[src/core/tcsync_map.vh]
// Purpose: Constants for the time code sync and holdover control block
// Assumes: 40 MHz system clock
// Notes: Status codes are presented on status_out
`ifndef TCSYNC_MAP_VH
`define TCSYNC_MAP_VH
`define CLK_HZ 40000000
`define CYC_PER_SEC 32'd40000000
`define DRIFT_LIMIT_NS 1000
`define ST_FREEWHEEL 2'h0
`define ST_SYNC 2'h1
`define ST_HOLDOVER 2'h2
`define FMT_AM 1'b0
`define FMT_DCLS 1'b1
`define RESYNC_GOOD 4'h2
`define TRIM_MAX 16'h03e8
`endif

[src/core/day_calendar.v]
// Purpose: Full date keeper: year and day of year, advanced on a day tick
// Assumes: Leap year is every fourth year, enough for 2001..2099
// Notes: Load has priority over advance
`timescale 1ns/1ps
module day_calendar
(
  input wire clk_in,
  input wire nrst_in,
  input wire load_in,
  input wire [6:0] year_in,
  input wire [8:0] doy_in,
  input wire advance_in,
  output reg [6:0] year_out,
  output reg [8:0] doy_out
);
  wire [8:0] last_day;
  assign last_day = (year_out[1:0] == 2'h0) ? 9'h16e : 9'h16d;
  // Hold and step the date
  always @(posedge clk_in or negedge nrst_in)
  begin
    if (!nrst_in)
    begin
      year_out <= 7'h00;
      doy_out <= 9'h001;
    end
    else if (load_in)
    begin
      year_out <= year_in;
      doy_out <= doy_in;
    end
    else if (advance_in)
    begin
      if (doy_out >= last_day)
      begin
        doy_out <= 9'h001;
        year_out <= year_out + 7'h01;
      end
      else
        doy_out <= doy_out + 9'h001;
    end
  end
endmodule

[src/core/tc_sync_ctrl.v]
// Purpose: Sync, holdover and freewheel control for a time code receiver
// Assumes: A decoder upstream delivers telegram fields with a frame strobe
// Notes: Time of day kept in seconds of day; date in day_calendar
// Behaviour
// - Align clocks on good frames outside freewheel; enter sync only after consistency check passes
// - Telegram error in sync puts clock into holdover
// - Trim crystal to keep drift within 1us/s
// - Keep full date in local clocks
// - Compare received day of year every second
// - Date mismatch: holdover unless it comes with a time jump in sync, still discipline time base
// - Set clock to received time, offset separately
// - Time jump in sync causes freewheel, then resynchronise
// - Decode only the input chosen by format
`timescale 1ns/1ps
`include "tcsync_map.vh"
module tc_sync_ctrl
#(
  parameter CYC_SEC = `CYC_PER_SEC
)
(
  input wire clk_in,
  input wire nrst_in,
  input wire format_in,
  input wire am_code_input_in,
  input wire level_shift_code_input_in,
  input wire frame_valid_in,
  input wire frame_ok_in,
  input wire [16:0] frame_sec_in,
  input wire [8:0] frame_doy_in,
  input wire [15:0] phase_err_in,
  input wire date_load_in,
  input wire [6:0] date_year_in,
  input wire [8:0] date_doy_in,
  input wire [11:0] utc_offset_min_in,
  output reg selected_code_out,
  output reg [1:0] status_out,
  output reg [16:0] sec_of_day_out,
  output reg [6:0] year_out,
  output reg [8:0] doy_out,
  output reg [15:0] trim_out,
  output reg [11:0] utc_offset_out,
  output reg pps_out
);
  reg am_s1_reg, am_s2_reg, dc_s1_reg, dc_s2_reg;
  reg [31:0] div_reg;
  reg [16:0] sec_reg;
  reg [16:0] ref_sec_reg;
  reg [1:0] state_reg, state_next;
  reg [3:0] good_reg;
  reg day_tick_reg;
  reg sec_tick_reg;
  wire [6:0] cal_year;
  wire [8:0] cal_doy;
  wire date_match, jump, tel_good;
  wire [16:0] ref_exp;
  // Receiver conditions, same codes as status_out
  localparam [1:0] S_FREE = `ST_FREEWHEEL;
  localparam [1:0] S_SYNC = `ST_SYNC;
  localparam [1:0] S_HOLD = `ST_HOLDOVER;
  // Next value of the local second count, wrapping at the end of the day
  wire [16:0] sec_exp;
  assign sec_exp = (sec_reg == 17'h1517f) ? 17'h00000 : sec_reg + 17'h00001;
  // Continuity is judged against the last good telegram, not the local count,
  // so freewheel can see a continuous run and a late frame is no jump
  assign ref_exp = (ref_sec_reg == 17'h1517f) ? 17'h00000 : ref_sec_reg + 17'h00001;
  assign date_match = (frame_doy_in == cal_doy);
  assign jump = (frame_sec_in != ref_exp);
  assign tel_good = frame_valid_in && frame_ok_in;

  // Full date storage
  day_calendar u_cal
  (
    .clk_in(clk_in),
    .nrst_in(nrst_in),
    .load_in(date_load_in),
    .year_in(date_year_in),
    .doy_in(date_doy_in),
    .advance_in(day_tick_reg),
    .year_out(cal_year),
    .doy_out(cal_doy)
  );

  // Pin synchronisers for both code inputs
  always @(posedge clk_in or negedge nrst_in)
  begin
    if (!nrst_in)
    begin
      am_s1_reg <= 1'b0;
      am_s2_reg <= 1'b0;
      dc_s1_reg <= 1'b0;
      dc_s2_reg <= 1'b0;
    end
    else
    begin
      am_s1_reg <= am_code_input_in;
      am_s2_reg <= am_s1_reg;
      dc_s1_reg <= level_shift_code_input_in;
      dc_s2_reg <= dc_s1_reg;
    end
  end

  // State selection: one branch per receiver condition
  always @*
  begin
    state_next = state_reg;
    case (state_reg)
      S_FREE:
      begin
        // Go to sync only after a run of continuous good frames; a good frame with a wrong day goes to holdover at once
        if (tel_good)
        begin
          if (!date_match)
            state_next = S_HOLD;
          else if (!jump && good_reg >= `RESYNC_GOOD)
            state_next = S_SYNC;
        end
      end
      S_SYNC:
      begin
        if (frame_valid_in && !frame_ok_in)
          state_next = S_HOLD;
        else if (tel_good && jump)
          state_next = S_FREE;
        else if (tel_good && !date_match)
          state_next = S_HOLD;
      end
      S_HOLD:
      begin
        // Back to sync once date and time agree for a run of frames
        if (tel_good && date_match && !jump && good_reg >= `RESYNC_GOOD)
          state_next = S_SYNC;
      end
      default:
        state_next = S_FREE;
    endcase
  end

  // Second of the last good telegram
  always @(posedge clk_in or negedge nrst_in)
  begin
    if (!nrst_in)
      ref_sec_reg <= 17'h00000;
    else if (tel_good)
      ref_sec_reg <= frame_sec_in;
  end

  // Run length of good, matching telegrams; a jump starts a new run
  always @(posedge clk_in or negedge nrst_in)
  begin
    if (!nrst_in)
      good_reg <= 4'h0;
    else if (tel_good && date_match)
    begin
      if (jump)
        good_reg <= 4'h1;
      else if (good_reg != 4'hf)
        good_reg <= good_reg + 4'h1;
    end
    else if (frame_valid_in)
      good_reg <= 4'h0;
  end

  // Second divider, time keeping, state and outputs
  always @(posedge clk_in or negedge nrst_in)
  begin
    if (!nrst_in)
    begin
      div_reg <= 32'h00000000;
      sec_reg <= 17'h00000;
      state_reg <= `ST_FREEWHEEL;
      day_tick_reg <= 1'b0;
      sec_tick_reg <= 1'b0;
      selected_code_out <= 1'b0;
      status_out <= `ST_FREEWHEEL;
      sec_of_day_out <= 17'h00000;
      year_out <= 7'h00;
      doy_out <= 9'h001;
      trim_out <= 16'h0000;
      utc_offset_out <= 12'h000;
      pps_out <= 1'b0;
    end
    else
    begin
      sec_tick_reg <= 1'b0;
      day_tick_reg <= 1'b0;
      state_reg <= state_next;
      // Only the chosen input reaches the decoder
      selected_code_out <= (format_in == `FMT_DCLS) ? dc_s2_reg : am_s2_reg;
      // Good frames outside freewheel set phase and time directly, offset kept as is
      if (tel_good && state_next != S_FREE)
      begin
        sec_reg <= frame_sec_in;
        div_reg <= 32'h00000000;
        // Discipline continues during date mismatch, clamped trim
        if (phase_err_in[15] && phase_err_in < (16'h0000 - `TRIM_MAX))
          trim_out <= 16'h0000 - `TRIM_MAX;
        else if (!phase_err_in[15] && phase_err_in > `TRIM_MAX)
          trim_out <= `TRIM_MAX;
        else
          trim_out <= phase_err_in;
      end
      else if (div_reg >= CYC_SEC - 32'd1)
      begin
        div_reg <= 32'h00000000;
        sec_tick_reg <= 1'b1;
        sec_reg <= sec_exp;
        if (sec_reg == 17'h1517f)
          day_tick_reg <= 1'b1;
      end
      else
        div_reg <= div_reg + 32'h00000001;
      pps_out <= sec_tick_reg;
      status_out <= state_reg;
      sec_of_day_out <= sec_reg;
      year_out <= cal_year;
      doy_out <= cal_doy;
      utc_offset_out <= utc_offset_min_in;
    end
  end
endmodule

[config.mk]
export PLATFORM = sky130hd
export DESIGN_NAME = tc_sync_ctrl
export DESIGN_NICKNAME = d
export VERILOG_FILES = /design/src/core/day_calendar.v /design/src/core/tc_sync_ctrl.v
export VERILOG_INCLUDE_DIRS = /design/src /design/src/core
export SDC_FILE = /design/constraint.sdc
export NUM_CORES = 1
export LEC_CHECK = 0
export BUFFER_PORTS_ARGS = -buffer_cell sky130_fd_sc_hd__buf_4
export CORE_MARGIN = 2
export CORE_UTILIZATION = 50
export CTS_BUF_LIST = sky130_fd_sc_hd__clkbuf_4 sky130_fd_sc_hd__clkbuf_8
export DETAILED_ROUTE_END_ITERATION = 16
export PLACE_DENSITY = 0.81
export SETUP_SLACK_MARGIN = 0.5
export SYNTH_ARGS = -nofsm -noshare
export SYNTH_HDL_FRONTEND = slang
export SYNTH_HIERARCHICAL = 1
export SYNTH_SLANG_ARGS = --single-unit
[constraint.sdc]
create_clock -name clk_in -period 7.5 [get_ports clk_in]
set_clock_uncertainty 0.15 [all_clocks]
set_input_delay 0.375 -clock clk_in [delete_from_list [all_inputs] [get_ports clk_in]]
set_output_delay 0.375 -clock clk_in [all_outputs]
set_load 0.05 [all_outputs]
==> run_results.csv <==
group,metric,value,unit
worst_setup_path,reg2reg_from,"ref_sec_reg[0]$_DFFE_PN0P_",
route,vias_after_detailed_routing,6251,
worst_hold_path,min_from,"date_year_in[1]",
worst_setup_path,timing.critical_path.slowest_cell_delay,0.88,ns
synth,synth_area_leader_cell,"dfrtp_1",
worst_setup_path,reg2reg_to,"sec_reg[16]$_DFFE_PN0P_",
clock_tree,cts_inserted_buffers,17,
clock_tree,cts-root-to-sink-buffers,2,
synth,synth_flop_cell,"dfrtp_1",
finish,n_antenna_cell,0,
placed_design,port_buffers,142,
route,drt-pass1-iter-count,5,
floorplanning,chipHeight,130,µm
worst_setup_path,critical_path_class,"reg2reg",
worst_setup_path,rrSetupSlack,2.74,ns
global_route,pin_count_of_the_biggest_net_entering_global_routing,112,
placed_design,detailedPlace.worstSlack,2.77,ns
floorplanning,placement_rows,46,
worst_setup_path,crit_slowest_cell,"a21oi_4",
floorplanning,boundaryPins,143,
worst_setup_path,critPathRequiredTime,7.70,ns
placed_design,gp_congestion,0.891,
floorplanning,floorplan.initialDensity,0.505,
synth,synth.ff_latch_count,159,
synth,synth_largest_type_area_fraction,0.496,
global_route,gr-total-overflow,0,
floorplanning,die-area,0.0169,mm²
status,run_status,"finished clean",
clock_tree,sink_count,159,
route,detail_route.drc_violations,0,
floorplanning,floorplan.die.width,130,µm
placed_design,post-dp-hpwl,12200,µm
route,drtIter0Drc,431,
power,cellPowerDensity,240,mW/mm²
finish,synthToLayoutAreaGrowth,23.5,%
clock_tree,cts_tree,"done",
synth,synth-warning-count,6,
timing,timing.max_slew.rel_slack,0.211,
synth,post_syn_instances,736,
timing,final_hold_viol_count,0,
route,route.detailed.vias_per_inst,5.55,
global_route,initial_antenna_violation_count,0,
clock_tree,cts_resized,0,
route,final_antenna_net_count,0,
synth,edff_count_synth,0,
power,ir_drop,0.144,mV
worst_setup_path,highest_net_fanout_along_the_worst_path,35,
global_route,grtUsageTotal,0.219,
worst_hold_path,hold-path-endpoint,"u_cal/year_out[1]$_DFFE_PN0P_",
finish,layout-drive-gt1-share,0.260,
worst_setup_path,critPathBufInv,1,
worst_setup_path,rr_worst_depth,11,
timing,minimum_clock_period_after_layout,4.76,ns
clock_tree,clkSlewWorstSetupHoldPaths,0.09,ns
global_route,vias_in_the_first_global_route,5944,
route,routed_wl_per_cell,15.8,µm
timing,rsz0062_at_grt,"no",
worst_setup_path,endpoint_kind,"flip-flop",
route,route.final.wire_length,17800,µm
worst_setup_path,crit_path_start_kind,"flip-flop",
worst_setup_path,cp_top_family,"compound AO/OA/AOI/OAI gates",
finish,design.final.nets,986,
clock_tree,htree_levels,4,
synth,ys_types,73,
synth,syn-cell-area,0.00793,mm²
timing,report.final.slew_viol_count,0,
worst_hold_path,hold_path.class,"in2reg",
floorplanning,core_region_area,0.0157,mm²
synth,synth_seq_area_share,0.502,
worst_hold_path,worstHoldPathCells,2,
timing,final.period_utilization,0.634,
finish,largest_register_ffs,32,
synth,synth_top_cells_by_area,"dfrtp_1 (50%), mux2_4 (4.5%), xnor2_1 (3.9%), mux2_2 (3.3%), nand2_1 (3.0%)",
timing,post-route-worst-setup-slack,2.74,ns
timing,timing.setup.tns,0,ns
timing,timing.final.setup_violations,0,
clock_tree,clock_latency,0.46,ns
flow_run,maxCapViolCount,0,
worst_setup_path,crit_arrival,4.95,ns
global_route,grt_first_pass_wirelength,29000,µm
synth,synth_area_per_inst,10.8,µm²
synth,synth_async_reset_ratio,1.00,
timing,fmax,210,MHz
worst_setup_path,list_of_cells_traversed_by_the_critical_path,"ha_1, nand4_1, nor3_2, xnor2_1, or4b_1, a31oi_2, nand4_4, a31o_1, a21oi_4, buf_4, mux2_2",
power,p_leak,0.00423,µW
timing,whs,0.0361,ns
timing,worst_pin_slew,1.18,ns
clock_tree,clockRootBuffer,"clkbuf_8",
stage by stage:
step / area (µm²) / total power [µW] / instances / utilization
2_1_floorplan: 7950 / 1500 / 741 / -
3_3_place_gp: 9140 / 1700 / 1069 / 0.582
3_5_place_dp: 9140 / 1710 / 1069 / 0.582
4_1_cts: 9790 / 2360 / 1126 / 0.623
5_1_grt: 9790 / 2460 / 1126 / 0.623
6_report: 9790 / 2350 / 1126 / 0.623
routing by layer:
metal / share of wire / track usage / vias up
met5: 0 / 0 / -
met4: 0.018 / 0.0765 / 0
met3: 0.058 / 0.0476 / 26
met2: 0.49 / 0.355 / 212
met1: 0.44 / 0.293 / 3037
li1: - / - / 2976
layout make-up:
type,instances,area [µm²]
multi-input cells,524,3700
inverters,26,97.6
clock inverters,11,133
fillers,1238,5920
clock buffers,20,263
well taps,216,270
flip-flops and latches,159,3980
repair buffers,170,1350
Yosys cell counts, types with 5 or more instances:
| master | count |
|---|---|
| mux2i_1 | 10 |
| nand4_1 | 20 |
| o31ai_1 | 8 |
| buf_2 | 11 |
| nor2_1 | 31 |
| nor3b_1 | 5 |
| o21ai_0 | 26 |
| or4_1 | 5 |
| nand4b_1 | 5 |
| inv_1 | 26 |
| dfrtp_1 | 157 |
| nor2b_1 | 8 |
| xor2_1 | 26 |
| nand2b_1 | 7 |
| mux2_2 | 23 |
| nor3_1 | 45 |
| o211ai_1 | 5 |
| nand2_1 | 63 |
| clkbuf_1 | 16 |
| a31oi_1 | 8 |
| a21oi_1 | 24 |
| mux2_4 | 24 |
| and2_1 | 9 |
| nor4_1 | 10 |
| and3_1 | 19 |
| xnor2_1 | 35 |
| nand3_1 | 26 |
| ha_1 | 10 |
worst max-delay path by stage:
stage,from,endpoint,slack [ns],depth (start not counted)
after detailed placement,ref_sec_reg[0]$_DFFE_PN0P_,sec_reg[16]$_DFFE_PN0P_,2.77,11
after global routing,ref_sec_reg[0]$_DFFE_PN0P_,sec_reg[16]$_DFFE_PN0P_,2.44,11
after floorplan,ref_sec_reg[12]$_DFFE_PN0P_,sec_reg[0]$_DFFE_PN0P_,4.18,11
after global placement,ref_sec_reg[0]$_DFFE_PN0P_,sec_reg[16]$_DFFE_PN0P_,2.83,11
final,ref_sec_reg[0]$_DFFE_PN0P_,sec_reg[16]$_DFFE_PN0P_,2.74,11
after CTS,ref_sec_reg[0]$_DFFE_PN0P_,sec_reg[16]$_DFFE_PN0P_,2.76,11
timing repair:
action	CTS	global route
hold endpoints to repair	133	0
hold buffers	26	0
setup buffers	0	0
worst reg2reg max path, stage by stage, from the launching register on:
cell and delay [ns]:
dfrtp_1 0.47, ha_1 0.29, nand4_1 0.23, nor3_2 0.31
xnor2_1 0.09, or4b_1 0.53, a31oi_2 0.25, nand4_4 0.20
a31o_1 0.31, a21oi_4 0.88, buf_4 0.56, mux2_2 0.39
cell families after synthesis:
family,count (synthesis),share of synthesized area
adder cells (fa/ha/maj),10,0.0158
multiplexers,57,0.0907
AND/OR/NAND/NOR,274,0.187
buffers and inverters,58,0.0331
other,1,0.000473
AO/OA/AOI/OAI,115,0.101
XOR/XNOR,62,0.0702
flip-flops,159,0.502
power by group:
part | internal [µW] | leakage [µW] | total [µW] | switching, µW
Clock | 314 | 0.000197 | 638 | 324
Sequential | 964 | 0.00191 | 1080 | 114
Combinational | 257 | 0.00212 | 631 | 374
placed cells by master (no fill, tap or decap), types with 8 or more instances in the layout:
cell	count
nor2b_1	8
inv_1	26
xor2_1	26
nand4_1	20
nand3_1	26
o21ai_0	26
nand2_1	63
buf_4	143
o31ai_1	8
and2_1	9
ha_1	10
xnor2_1	35
mux2_4	24
nor3_1	45
clkbuf_8	18
and3_1	19
a31oi_1	8
dfrtp_1	157
dlygate4sd3_1	26
mux2_2	23
nor4_1	10
mux2i_1	10
a21oi_1	24
nor2_1	31
Power figures use the tool's default switching activity.
